--- src/tad_pkg.sv ---
// constants, carriers and state types of the T1/J1 line alarm detector
// assumes one 100 MHz clock and a framer on the same clock feeding bits
//
// Contract
// [RULE_01] Red is declared after N whole windows out of frame, N from red_declare_periods.
// [RULE_02] Red is cleared after whole windows in frame for red_clear_periods.
// [RULE_03] SF or SLC-96 yellow is declared when bit 2 ones in a window stay below 77.
// [RULE_04] SF or SLC-96 yellow is cleared when bit 2 ones in a window exceed 76.
// [RULE_05] ESF yellow is declared when more than 7 FF00 words are seen on the link bits.
// [RULE_06] ESF yellow is cleared when fewer than 8 FF00 words are seen on the link bits.
// [RULE_07] DM yellow is declared when fewer than 4 ones appear on bit 6 of channel 24.
// [RULE_08] J1 SF yellow is declared when fewer than 4 zeros appear on the frame 12 F bit.
// [RULE_09] J1 SF yellow is cleared when more than 3 zeros appear on the frame 12 F bit.
// [RULE_10] J1 ESF yellow is declared when fewer than 3 zeros appear on the link bits.
// [RULE_11] AIS is declared when fewer than 61 zeros arrive per window for the declare count.
// [RULE_12] All conditions use fixed back-to-back 40 ms windows, persistence in whole windows.
// [RULE_13] AIS is cleared when more than 60 zeros arrive per window for the clear count.
// [RULE_14] Each alarm change sets a write-one-to-clear flag that drives the irq when enabled.
package tad_pkg;
    localparam int          CLK_PERIOD_NS = 10;
    localparam int          WINDOW_MS     = 40;
    localparam int          WINDOW_CYC    = WINDOW_MS * 1000000 / CLK_PERIOD_NS;
    localparam int          WIN_W         = 23;
    localparam int          CNT_W         = 8;
    localparam int          ADDR_W        = 4;
    localparam int          DATA_W        = 8;
    localparam int          NUM_ALARM     = 3;
    // alarm bit positions
    localparam int          ALM_RED       = 0;
    localparam int          ALM_YEL       = 1;
    localparam int          ALM_AIS       = 2;
    // register offsets
    localparam logic [3:0]  ADR_RED_DEC   = 4'h0;
    localparam logic [3:0]  ADR_RED_CLR   = 4'h1;
    localparam logic [3:0]  ADR_YEL_DEC   = 4'h2;
    localparam logic [3:0]  ADR_YEL_CLR   = 4'h3;
    localparam logic [3:0]  ADR_AIS_DEC   = 4'h4;
    localparam logic [3:0]  ADR_AIS_CLR   = 4'h5;
    localparam logic [3:0]  ADR_STATUS    = 4'h6;
    localparam logic [3:0]  ADR_CHANGE    = 4'h7;
    localparam logic [3:0]  ADR_IRQ_EN    = 4'h8;
    localparam logic [3:0]  ADR_FORMAT    = 4'h9;
    // reset values
    localparam logic [7:0]  RST_PERIODS   = 8'h01;
    localparam logic [2:0]  RST_IRQ_EN    = 3'h0;
    // window thresholds
    localparam logic [7:0]  SF_ONES_MIN   = 8'h4D;
    localparam logic [7:0]  SF_ONES_OK    = 8'h4C;
    localparam logic [7:0]  ESF_PAT_MAX   = 8'h07;
    localparam logic [7:0]  ESF_PAT_OK    = 8'h08;
    localparam logic [7:0]  DM_ONES_MIN   = 8'h04;
    localparam logic [7:0]  J1SF_ZERO_MIN = 8'h04;
    localparam logic [7:0]  J1SF_ZERO_OK  = 8'h03;
    localparam logic [7:0]  J1ESF_ZERO_MIN = 8'h03;
    localparam logic [7:0]  AIS_ZERO_MIN  = 8'h3D;
    localparam logic [7:0]  AIS_ZERO_OK   = 8'h3C;
    localparam logic [15:0] YEL_PATTERN   = 16'hFF00;

    typedef enum logic [2:0] {
        FMT_T1_SF    = 3'b000,
        FMT_T1_ESF   = 3'b001,
        FMT_T1_DM    = 3'b010,
        FMT_SLC96    = 3'b011,
        FMT_J1_SF    = 3'b100,
        FMT_J1_ESF   = 3'b101
    } tad_format_type;

    // one received bit with its position qualifiers
    typedef struct packed {
        logic valid;
        logic data;
        logic in_frame;
        logic bit2;
        logic dl;
        logic ybit;
        logic f12;
    } tad_rx_type;

    typedef struct packed {
        logic              wr;
        logic              rd;
        logic [ADDR_W-1:0] addr;
        logic [DATA_W-1:0] wdata;
    } tad_bus_type;
endpackage : tad_pkg

--- src/tad_persist.sv ---
// declare/clear persistence of one alarm over whole windows
// assumes win_end_i is a one-cycle pulse carrying that window's verdicts
`timescale 1ns/1ps
module tad_persist
    import tad_pkg::*;
(
    input  wire logic                      mclk_i,
    input  wire logic                      rst_n_i,
    input  wire logic                      win_end_i,
    input  wire logic                      bad_i,
    input  wire logic                      good_i,
    input  wire logic [tad_pkg::CNT_W-1:0] declare_n_i,
    input  wire logic [tad_pkg::CNT_W-1:0] clear_n_i,
    output logic                           alarm_o
);
    import tad_pkg::*;

    typedef struct packed {
        logic             alarm;
        logic [CNT_W-1:0] run;
    } tad_pst_type;

    tad_pst_type      s_r;
    tad_pst_type      s_nxt;
    logic [CNT_W-1:0] goal;
    logic             hit;

    always_comb begin
        s_nxt = s_r;
        goal  = s_r.alarm ? clear_n_i : declare_n_i;
        if (goal == '0) begin
            goal = CNT_W'(1);
        end
        hit = s_r.alarm ? good_i : bad_i;
        if (win_end_i) begin
            // a window that misses the condition restarts the run
            if (!hit) begin
                s_nxt.run = '0; // RULE_12
            end else if (s_r.run + CNT_W'(1) >= goal) begin
                s_nxt.alarm = !s_r.alarm; // RULE_01 RULE_02
                s_nxt.run   = '0;
            end else begin
                s_nxt.run = s_r.run + CNT_W'(1);
            end
        end
    end

    always_ff @(posedge mclk_i or negedge rst_n_i) begin
        if (!rst_n_i) begin
            s_r <= '0;
        end else begin
            s_r <= s_nxt;
        end
    end

    assign alarm_o = s_r.alarm;

    property p_set_cause;
        @(posedge mclk_i) disable iff (!rst_n_i)
        $rose(s_r.alarm) |-> $past(win_end_i) && $past(bad_i);
    endproperty
    a_set_cause : assert property (p_set_cause) else $error("alarm set without bad window"); // RULE_01

    property p_clr_cause;
        @(posedge mclk_i) disable iff (!rst_n_i)
        $fell(s_r.alarm) |-> $past(win_end_i) && $past(good_i);
    endproperty
    a_clr_cause : assert property (p_clr_cause) else $error("alarm cleared without good window"); // RULE_02
endmodule : tad_persist

--- src/tad_alarm_detector.sv ---
// T1/J1 receive alarm detector: window counters, registers, change flags
// assumes rx bits and their qualifiers come from a framer on mclk_i
//
// Chosen here: the plain strobed port and the address map.
`timescale 1ns/1ps
module tad_alarm_detector
    import tad_pkg::*;
#(
    parameter int WIN_CYCLES = WINDOW_CYC
)
(
    input  wire logic                     mclk_i,
    input  wire logic                     rst_n_i,
    input  wire tad_pkg::tad_rx_type      rx_i,
    input  wire tad_pkg::tad_bus_type     bus_i,
    output logic [tad_pkg::DATA_W-1:0]    rdata_o,
    output logic [tad_pkg::NUM_ALARM-1:0] alarm_o,
    output logic                          irq_o
);
    import tad_pkg::*;

    typedef struct packed {
        logic [WIN_W-1:0]          win_cnt;
        logic                      eval;
        logic [CNT_W-1:0]          ones_b2;
        logic [CNT_W-1:0]          ones_y;
        logic [CNT_W-1:0]          zeros_f12;
        logic [CNT_W-1:0]          zeros_dl;
        logic [CNT_W-1:0]          zeros_all;
        logic [CNT_W-1:0]          pat_cnt;
        logic [15:0]               dl_shift;
        logic                      saw_in;
        logic                      saw_out;
        logic [NUM_ALARM-1:0]      bad;
        logic [NUM_ALARM-1:0]      good;
        logic [5:0][CNT_W-1:0]     periods;
        logic [NUM_ALARM-1:0]      irq_en;
        logic [NUM_ALARM-1:0]      change;
        logic [NUM_ALARM-1:0]      prev;
        tad_format_type            fmt;
        logic [DATA_W-1:0]         rdata;
        logic                      irq;
    } tad_state_type;

    tad_state_type         s_r;
    tad_state_type         s_nxt;
    logic [NUM_ALARM-1:0]  alarm;
    logic                  wrap;
    logic                  zero_bit;
    logic [15:0]           dl_shift_f;
    logic [CNT_W-1:0]      ones_b2_f;
    logic [CNT_W-1:0]      ones_y_f;
    logic [CNT_W-1:0]      zeros_f12_f;
    logic [CNT_W-1:0]      zeros_dl_f;
    logic [CNT_W-1:0]      zeros_all_f;
    logic [CNT_W-1:0]      pat_cnt_f;
    logic                  saw_in_f;
    logic                  saw_out_f;
    logic                  yel_bad;
    logic                  yel_good;
    logic [NUM_ALARM-1:0]  w1c;

    localparam logic [WIN_W-1:0] WIN_LAST = WIN_W'(WIN_CYCLES - 1);

    // saturating count, used by every per-window event counter (win_cnt wraps instead)
    function automatic logic [CNT_W-1:0] sat_inc(input logic [CNT_W-1:0] c,
                                                 input logic              en);
        sat_inc = (en && c != '1) ? c + CNT_W'(1) : c;
    endfunction : sat_inc

    always_comb begin
        s_nxt    = s_r;
        wrap     = (s_r.win_cnt == WIN_LAST);
        zero_bit = rx_i.valid && !rx_i.data;
        // link bits are shifted MSB first for the FF00 search
        dl_shift_f = s_r.dl_shift;
        if (rx_i.valid && rx_i.dl) begin
            dl_shift_f = {s_r.dl_shift[14:0], rx_i.data};
        end
        ones_b2_f   = sat_inc(s_r.ones_b2, rx_i.valid && rx_i.bit2 && rx_i.data);
        ones_y_f    = sat_inc(s_r.ones_y, rx_i.valid && rx_i.ybit && rx_i.data);
        zeros_f12_f = sat_inc(s_r.zeros_f12, zero_bit && rx_i.f12);
        zeros_dl_f  = sat_inc(s_r.zeros_dl, zero_bit && rx_i.dl);
        zeros_all_f = sat_inc(s_r.zeros_all, zero_bit);
        pat_cnt_f   = sat_inc(s_r.pat_cnt, rx_i.valid && rx_i.dl
                                           && dl_shift_f == YEL_PATTERN);
        saw_in_f    = s_r.saw_in || rx_i.in_frame;
        saw_out_f   = s_r.saw_out || !rx_i.in_frame;

        // yellow verdict depends on the line format
        unique case (s_r.fmt)
            FMT_T1_SF, FMT_SLC96: begin
                yel_bad  = ones_b2_f < SF_ONES_MIN; // RULE_03
                yel_good = ones_b2_f > SF_ONES_OK; // RULE_04
            end
            FMT_T1_ESF: begin
                yel_bad  = pat_cnt_f > ESF_PAT_MAX; // RULE_05
                yel_good = pat_cnt_f < ESF_PAT_OK; // RULE_06
            end
            FMT_T1_DM: begin
                yel_bad  = ones_y_f < DM_ONES_MIN; // RULE_07
                yel_good = !yel_bad;
            end
            FMT_J1_SF: begin
                yel_bad  = zeros_f12_f < J1SF_ZERO_MIN; // RULE_08
                yel_good = zeros_f12_f > J1SF_ZERO_OK; // RULE_09
            end
            FMT_J1_ESF: begin
                yel_bad  = zeros_dl_f < J1ESF_ZERO_MIN; // RULE_10
                yel_good = !yel_bad;
            end
            default: begin
                yel_bad  = 1'b0;
                yel_good = 1'b1;
            end
        endcase

        // fixed back-to-back windows
        s_nxt.dl_shift = dl_shift_f;
        s_nxt.eval     = wrap;
        if (wrap) begin
            s_nxt.win_cnt        = '0; // RULE_12
            s_nxt.bad[ALM_RED]   = !saw_in_f; // RULE_01
            s_nxt.good[ALM_RED]  = !saw_out_f; // RULE_02
            s_nxt.bad[ALM_YEL]   = yel_bad;
            s_nxt.good[ALM_YEL]  = yel_good;
            s_nxt.bad[ALM_AIS]   = zeros_all_f < AIS_ZERO_MIN; // RULE_11
            s_nxt.good[ALM_AIS]  = zeros_all_f > AIS_ZERO_OK; // RULE_13
            s_nxt.ones_b2        = '0;
            s_nxt.ones_y         = '0;
            s_nxt.zeros_f12      = '0;
            s_nxt.zeros_dl       = '0;
            s_nxt.zeros_all      = '0;
            s_nxt.pat_cnt        = '0;
            s_nxt.saw_in         = 1'b0;
            s_nxt.saw_out        = 1'b0;
        end else begin
            s_nxt.win_cnt   = s_r.win_cnt + WIN_W'(1);
            s_nxt.ones_b2   = ones_b2_f;
            s_nxt.ones_y    = ones_y_f;
            s_nxt.zeros_f12 = zeros_f12_f;
            s_nxt.zeros_dl  = zeros_dl_f;
            s_nxt.zeros_all = zeros_all_f;
            s_nxt.pat_cnt   = pat_cnt_f;
            s_nxt.saw_in    = saw_in_f;
            s_nxt.saw_out   = saw_out_f;
        end

        // register writes
        w1c = '0;
        if (bus_i.wr) begin
            unique case (bus_i.addr)
                ADR_RED_DEC, ADR_RED_CLR, ADR_YEL_DEC,
                ADR_YEL_CLR, ADR_AIS_DEC, ADR_AIS_CLR: begin
                    s_nxt.periods[bus_i.addr[2:0]] = bus_i.wdata;
                end
                ADR_CHANGE: begin
                    w1c = bus_i.wdata[NUM_ALARM-1:0];
                end
                ADR_IRQ_EN: begin
                    s_nxt.irq_en = bus_i.wdata[NUM_ALARM-1:0];
                end
                ADR_FORMAT: begin
                    s_nxt.fmt = tad_format_type'(bus_i.wdata[2:0]);
                end
                default: begin
                end
            endcase
        end

        // change flags: a new change wins over a clear in the same cycle
        s_nxt.prev   = alarm;
        s_nxt.change = (s_r.change & ~w1c) | (alarm ^ s_r.prev); // RULE_14
        s_nxt.irq    = |(s_nxt.change & s_r.irq_en); // RULE_14

        // read data stand for one cycle only
        s_nxt.rdata = '0;
        if (bus_i.rd) begin
            unique case (bus_i.addr)
                ADR_RED_DEC, ADR_RED_CLR, ADR_YEL_DEC,
                ADR_YEL_CLR, ADR_AIS_DEC, ADR_AIS_CLR: begin
                    s_nxt.rdata = s_r.periods[bus_i.addr[2:0]];
                end
                ADR_STATUS: begin
                    s_nxt.rdata = {5'h00, alarm};
                end
                ADR_CHANGE: begin
                    s_nxt.rdata = {5'h00, s_r.change};
                end
                ADR_IRQ_EN: begin
                    s_nxt.rdata = {5'h00, s_r.irq_en};
                end
                ADR_FORMAT: begin
                    s_nxt.rdata = {5'h00, s_r.fmt};
                end
                default: begin
                    s_nxt.rdata = '0;
                end
            endcase
        end
    end

    always_ff @(posedge mclk_i or negedge rst_n_i) begin
        if (!rst_n_i) begin
            s_r         <= '0;
            s_r.periods <= {6{RST_PERIODS}};
            s_r.irq_en  <= RST_IRQ_EN;
            s_r.fmt     <= FMT_T1_SF;
        end else begin
            s_r <= s_nxt;
        end
    end

    // one persistence engine per alarm
    genvar gi;
    generate
        for (gi = 0; gi < NUM_ALARM; gi++) begin : g_alarm
            tad_persist u_persist (
                .mclk_i      (mclk_i),
                .rst_n_i     (rst_n_i),
                .win_end_i   (s_r.eval),
                .bad_i       (s_r.bad[gi]),
                .good_i      (s_r.good[gi]),
                .declare_n_i (s_r.periods[2*gi]),
                .clear_n_i   (s_r.periods[2*gi+1]),
                .alarm_o     (alarm[gi])
            );
        end
    endgenerate

    assign rdata_o = s_r.rdata;
    assign alarm_o = alarm;
    assign irq_o   = s_r.irq;

    property p_window;
        @(posedge mclk_i) disable iff (!rst_n_i)
        wrap |=> s_r.eval && s_r.win_cnt == '0 ##1 !s_r.eval;
    endproperty
    a_window : assert property (p_window) else $error("window did not restart"); // RULE_12

    property p_red_bad;
        @(posedge mclk_i) disable iff (!rst_n_i)
        (wrap && !saw_in_f) |=> s_r.bad[ALM_RED];
    endproperty
    a_red_bad : assert property (p_red_bad) else $error("red window verdict lost"); // RULE_01

    property p_sf_yel;
        @(posedge mclk_i) disable iff (!rst_n_i)
        (wrap && s_r.fmt == FMT_T1_SF && ones_b2_f < SF_ONES_MIN) |=> s_r.bad[ALM_YEL];
    endproperty
    a_sf_yel : assert property (p_sf_yel) else $error("sf yellow verdict wrong"); // RULE_03

    property p_esf_yel;
        @(posedge mclk_i) disable iff (!rst_n_i)
        (wrap && s_r.fmt == FMT_T1_ESF) |=> s_r.bad[ALM_YEL] == ($past(pat_cnt_f) > ESF_PAT_MAX);
    endproperty
    a_esf_yel : assert property (p_esf_yel) else $error("esf yellow verdict wrong"); // RULE_05

    property p_ais_bad;
        @(posedge mclk_i) disable iff (!rst_n_i)
        (wrap && zeros_all_f < AIS_ZERO_MIN) |=> s_r.bad[ALM_AIS] && !s_r.good[ALM_AIS];
    endproperty
    a_ais_bad : assert property (p_ais_bad) else $error("ais declare verdict wrong"); // RULE_11

    property p_ais_good;
        @(posedge mclk_i) disable iff (!rst_n_i)
        (wrap && zeros_all_f > AIS_ZERO_OK) |=> s_r.good[ALM_AIS] && !s_r.bad[ALM_AIS];
    endproperty
    a_ais_good : assert property (p_ais_good) else $error("ais clear verdict wrong"); // RULE_13

    property p_change;
        @(posedge mclk_i) disable iff (!rst_n_i)
        (alarm != $past(alarm)) |=> ##1 ((s_r.change & ($past(alarm, 2) ^ $past(alarm, 3)))
                                        == ($past(alarm, 2) ^ $past(alarm, 3)));
    endproperty
    a_change : assert property (p_change) else $error("change flag not set"); // RULE_14

    property p_irq;
        @(posedge mclk_i) disable iff (!rst_n_i)
        ##1 irq_o == |($past(s_nxt.change) & $past(s_r.irq_en));
    endproperty
    a_irq : assert property (p_irq) else $error("irq does not follow flags"); // RULE_14

    property p_red_good;
        @(posedge mclk_i) disable iff (!rst_n_i)
        (wrap && !saw_out_f) |=> s_r.good[ALM_RED];
    endproperty
    a_red_good : assert property (p_red_good) else $error("red clear verdict lost"); // RULE_02

    property p_sf_clr;
        @(posedge mclk_i) disable iff (!rst_n_i)
        (wrap && s_r.fmt inside {FMT_T1_SF, FMT_SLC96} && ones_b2_f > SF_ONES_OK)
            |=> s_r.good[ALM_YEL];
    endproperty
    a_sf_clr : assert property (p_sf_clr) else $error("sf yellow clear wrong"); // RULE_04

    property p_esf_clr;
        @(posedge mclk_i) disable iff (!rst_n_i)
        (wrap && s_r.fmt == FMT_T1_ESF && pat_cnt_f < ESF_PAT_OK) |=> s_r.good[ALM_YEL];
    endproperty
    a_esf_clr : assert property (p_esf_clr) else $error("esf yellow clear wrong"); // RULE_06

    property p_dm_yel;
        @(posedge mclk_i) disable iff (!rst_n_i)
        (wrap && s_r.fmt == FMT_T1_DM && ones_y_f < DM_ONES_MIN) |=> s_r.bad[ALM_YEL];
    endproperty
    a_dm_yel : assert property (p_dm_yel) else $error("dm yellow verdict wrong"); // RULE_07

    property p_j1sf_yel;
        @(posedge mclk_i) disable iff (!rst_n_i)
        (wrap && s_r.fmt == FMT_J1_SF && zeros_f12_f < J1SF_ZERO_MIN) |=> s_r.bad[ALM_YEL];
    endproperty
    a_j1sf_yel : assert property (p_j1sf_yel) else $error("j1 sf yellow wrong"); // RULE_08

    property p_j1sf_clr;
        @(posedge mclk_i) disable iff (!rst_n_i)
        (wrap && s_r.fmt == FMT_J1_SF && zeros_f12_f > J1SF_ZERO_OK) |=> s_r.good[ALM_YEL];
    endproperty
    a_j1sf_clr : assert property (p_j1sf_clr) else $error("j1 sf clear wrong"); // RULE_09

    property p_j1esf_yel;
        @(posedge mclk_i) disable iff (!rst_n_i)
        (wrap && s_r.fmt == FMT_J1_ESF && zeros_dl_f < J1ESF_ZERO_MIN) |=> s_r.bad[ALM_YEL];
    endproperty
    a_j1esf_yel : assert property (p_j1esf_yel) else $error("j1 esf yellow wrong"); // RULE_10

    property p_counts_clear;
        @(posedge mclk_i) disable iff (!rst_n_i)
        wrap |=> s_r.zeros_all == '0 && s_r.pat_cnt == '0 && !s_r.saw_in;
    endproperty
    a_counts_clear : assert property (p_counts_clear) else $error("window counts kept"); // RULE_12

    property p_alarm_hold;
        @(posedge mclk_i) disable iff (!rst_n_i)
        !s_r.eval |=> $stable(alarm);
    endproperty
    a_alarm_hold : assert property (p_alarm_hold) else $error("alarm moved mid window"); // RULE_12

    property p_irq_mask;
        @(posedge mclk_i) disable iff (!rst_n_i)
        (s_r.irq_en == '0) |=> !irq_o;
    endproperty
    a_irq_mask : assert property (p_irq_mask) else $error("irq without enable"); // RULE_14
endmodule : tad_alarm_detector

--- config.mk ---
export PLATFORM = sky130hd
export DESIGN_NAME = tad_alarm_detector
export DESIGN_NICKNAME = d
export VERILOG_FILES = /design/src/tad_pkg.sv /design/src/tad_persist.sv /design/src/tad_alarm_detector.sv
export SDC_FILE = /design/constraint.sdc
export NUM_CORES = 1
export LEC_CHECK = 0
export ABC_AREA = 1
export ABC_CLOCK_PERIOD_IN_PS = 3900
export BUFFER_PORTS_ARGS = -buffer_cell sky130_fd_sc_hd__buf_2
export CORE_ASPECT_RATIO = 0.75
export CORE_UTILIZATION = 55
export DETAILED_ROUTE_END_ITERATION = 10
export PLACE_DENSITY = 0.83
export SYNTH_ARGS = -nofsm -noshare
export SYNTH_HDL_FRONTEND = slang
export SYNTH_SLANG_ARGS = --single-unit
--- constraint.sdc ---
create_clock -name mclk_i -period 3.9 [get_ports mclk_i]
set_input_delay 0.78 -clock mclk_i [delete_from_list [all_inputs] [get_ports mclk_i]]
set_output_delay 0.78 -clock mclk_i [all_outputs]
set_load 0.05 [all_outputs]
==> out/results.tsv <==
metric	value	unit
seqCellArea	4810	µm²
p_seq_frac	0.457	
met2_usage	0.402	
fin_tns_setup	0	ps
cp_num_buf_inv	2	
drv_cap	0	
rows	43	
relSlewSlack	0.398	
multi_input_area	4880	µm²
use_met3	0.0614	
cts_buffers	17	
die_y	123	µm
fillCellCount	1550	
core	18800	µm²
cts_tree	built	
swShare	0.323	
r2r_cells	11	
critPathKind	flop to flop	
critPathTopFamily	compound AO/OA/AOI/OAI gates	
design_area	11700	µm²
irDropWorstVdd	260	µV
syn_to_final_growth	9.02	%
start_kind	flop	
ys_seq_area_frac	0.448	
path_clk_slew	70	ps
grt_pass1_wl	42.1	mm
grt.total_usage	0.264	
syn_area_per_cell	7.71	µm²
overflow	0	
leakagePower	5.81	nW
wl_per_cell	14.7	µm
antenna_found_initial	0	
status	complete, no violations	
worst_pin_slew	899	ps
drtPass1Iterations	6	
fin_crit_sh	0.698	
p_sw	0.00183	W
synthArstFlopShare	1.00	
path_cells	o21ai_0 > nand4_1 > o221ai_1 > ha_1 > inv_1 > a21oi_1 > o21ai_0 > nand2_1 > nand3_1 > inv_1 > a32o_1	
finalClockSkew	11.4	ps
postCtsSetupRepairBufs	0	
cp_num_cells	11	
postPlaceCellArea	11100	µm²
cts-resized-gates	0	
die_area	20100	µm²
p_int	0.00382	W
holdBufCountCts	0	
gp_congestion	0.950	
hpwl	17.5	mm
worstPathArrival	3060	ps
insertedDiodeCount	0	
die_x	163	µm
ctsRootBufferMaster	clkbuf_16	
critPathRequiredTime	4230	ps
power_frac_comb	0.209	
period_needed	2720	ps
dr.first_iter.drc_count	1090	
port_buffers	34	
critPathSlowestCell	dfrtp_1	
yosys_register_bits	192	
clock.fmax	367	MHz
routed_wl	24.6	mm
synth_edf_count	0	
crit_fanout	21	
syn_nets	1451	
viasPerCell	5.54	
place_ws	1120	ps
clk_latency	440	ps
finalHoldViolCount	0	
end_kind	flop	
clkPwrFrac	0.334	
synth_top_flop_cell	dfrtp_1	
use_met1	0.377	
grt_pass1_vias	9054	
netlist_instances	1394	
cts_max_level	4	
drc	0	
antenna_left	0	
synth_warnings	0	
clock_path_buffers	2	
synthesis.area	10800	µm²
grt-busiest-layer	met2	
netlist-cell-type-count	47	
power_density	482	nW/µm²
worst_slack	1180	ps
drive_gt1_frac	0.0722	
vias	9269	
clock_sinks	192	
ios	35	
rsz0062_at_grt	false	
start_util	0.571	
setup_violations	0	
cpPeakStageDelay	830	ps
nNetsFinal	1471	
maxSlewViolCount	0	
grt_max_degree	87	
hold_class	primary input to async pin	
[cell type report]
cell class                      count  area share
Timing Repair Buffer               44      0.0227
Inverter                          220      0.0705
Clock buffer                       17      0.0363
Multi-Input combinational cell    939       0.416
Clock inverter                     15      0.0175
Sequential cell                   192       0.411
Tap cell                          247      0.0264
[synth_stat cells, types with 2 or more instances]
master	number	area, µm²
a21oi_1	51	255
a221oi_1	7	61.3
a22oi_1	10	75.1
a31oi_1	2	12.5
a32o_1	6	60.1
buf_2	2	10.0
buf_4	13	97.6
buf_6	3	33.8
clkbuf_1	24	90.1
dfrtp_1	186	4650
dfstp_2	6	158
ha_1	34	425
inv_1	219	822
mux2_2	5	56.3
nand2_1	357	1340
nand3_1	75	375
nand3b_1	3	22.5
nand4_1	26	163
nor2_1	115	432
nor2_4	2	22.5
nor3_1	32	160
nor3_2	3	30.0
nor4_1	6	37.5
nor4_2	3	37.5
o211ai_1	3	22.5
o21a_1	5	37.5
o21ai_0	104	521
o21ai_1	9	45.0
o21ai_2	2	17.5
o221ai_1	6	52.6
o22ai_1	4	25.0
o31ai_1	3	22.5
o32ai_1	6	52.6
or2_2	3	18.8
xnor2_1	10	87.6
xor2_1	38	333
[metal layers]
metal  share of wire  up-vias  wire length, µm
met5               0        -                0
met4           0.015        0              369
met3           0.076       44             1870
met2            0.45      307            11000
met1            0.46     4376            11400
li1                -     4542                -
[cells by family after synthesis]
group                      after synthesis  synth area share
AOI/OAI and AO/OA                      222             0.121
muxes                                    6           0.00617
and+or+nand+nor                        629             0.248
xor gates and xnor gates                48            0.0391
adders and majority gates               34            0.0396
DFF                                    192             0.448
buffers and inverters                  263            0.0988
[through the flow]
step                      cells  hold WS, ps   util  total power [W]
after global placement     1642          471  0.589          0.00370
final                      1674          345  0.622          0.00565
after detailed placement   1642          483  0.589          0.00376
after CTS                  1674          383  0.622          0.00565
after global routing       1674          395  0.622          0.00596
after floorplan            1394          373      -          0.00342
[layout by cell type, fill, tap and decap left out, drive strengths merged, types with 7 or more instances in the layout]
| cell | instances |
|---|---|
| a221oi | 7 |
| nand3 | 75 |
| nand2 | 358 |
| dfrtp | 186 |
| a22oi | 10 |
| a21oi | 52 |
| xnor2 | 10 |
| xor2 | 38 |
| nand4 | 26 |
| nor3 | 35 |
| nor4 | 9 |
| clkbuf | 18 |
| buf | 43 |
| inv | 223 |
| nor2 | 118 |
| ha | 34 |
| o21ai | 115 |
[path summary, 6_finish.rpt]
| path | start | end | slack, ps |
|---|---|---|---|
| hold reg to reg | s_r[92] | s_r[92] | 500 |
| max in group asynchronous | rst_n_i | s_r[29] | 2610 |
| hold / removal | rst_n_i | s_r[83] | 350 |
| setup reg to reg | g_alarm[0].u_persist.alarm_o | g_alarm[0].u_persist.s_r[7] | 1180 |
| setup / recovery | g_alarm[0].u_persist.alarm_o | g_alarm[0].u_persist.s_r[7] | 1180 |
| min in group mclk_i | s_r[92] | s_r[92] | 500 |
[sequential cells by signal (all words and copies together) (netlist names)]
name and flops:
g_alarm.u_persist.s_r 24, s_r 156, g_alarm.u_persist.alarm_o 3, rdata_o 8
irq_o 1
[power by group through the flow]
stage | combinational (W) | sequential (W) | clock (W)
6_report | 0.00118 | 0.00258 | 0.00188
5_1_grt | 0.00136 | 0.00262 | 0.00198
4_1_cts | 0.00118 | 0.00257 | 0.00190
3_5_place_dp | 0.00116 | 0.00260 | 0
3_3_place_gp | 0.00111 | 0.00259 | 0
2_1_floorplan | 0.000879 | 0.00254 | 0
No activity file was read; power rests on OpenSTA's default activity.
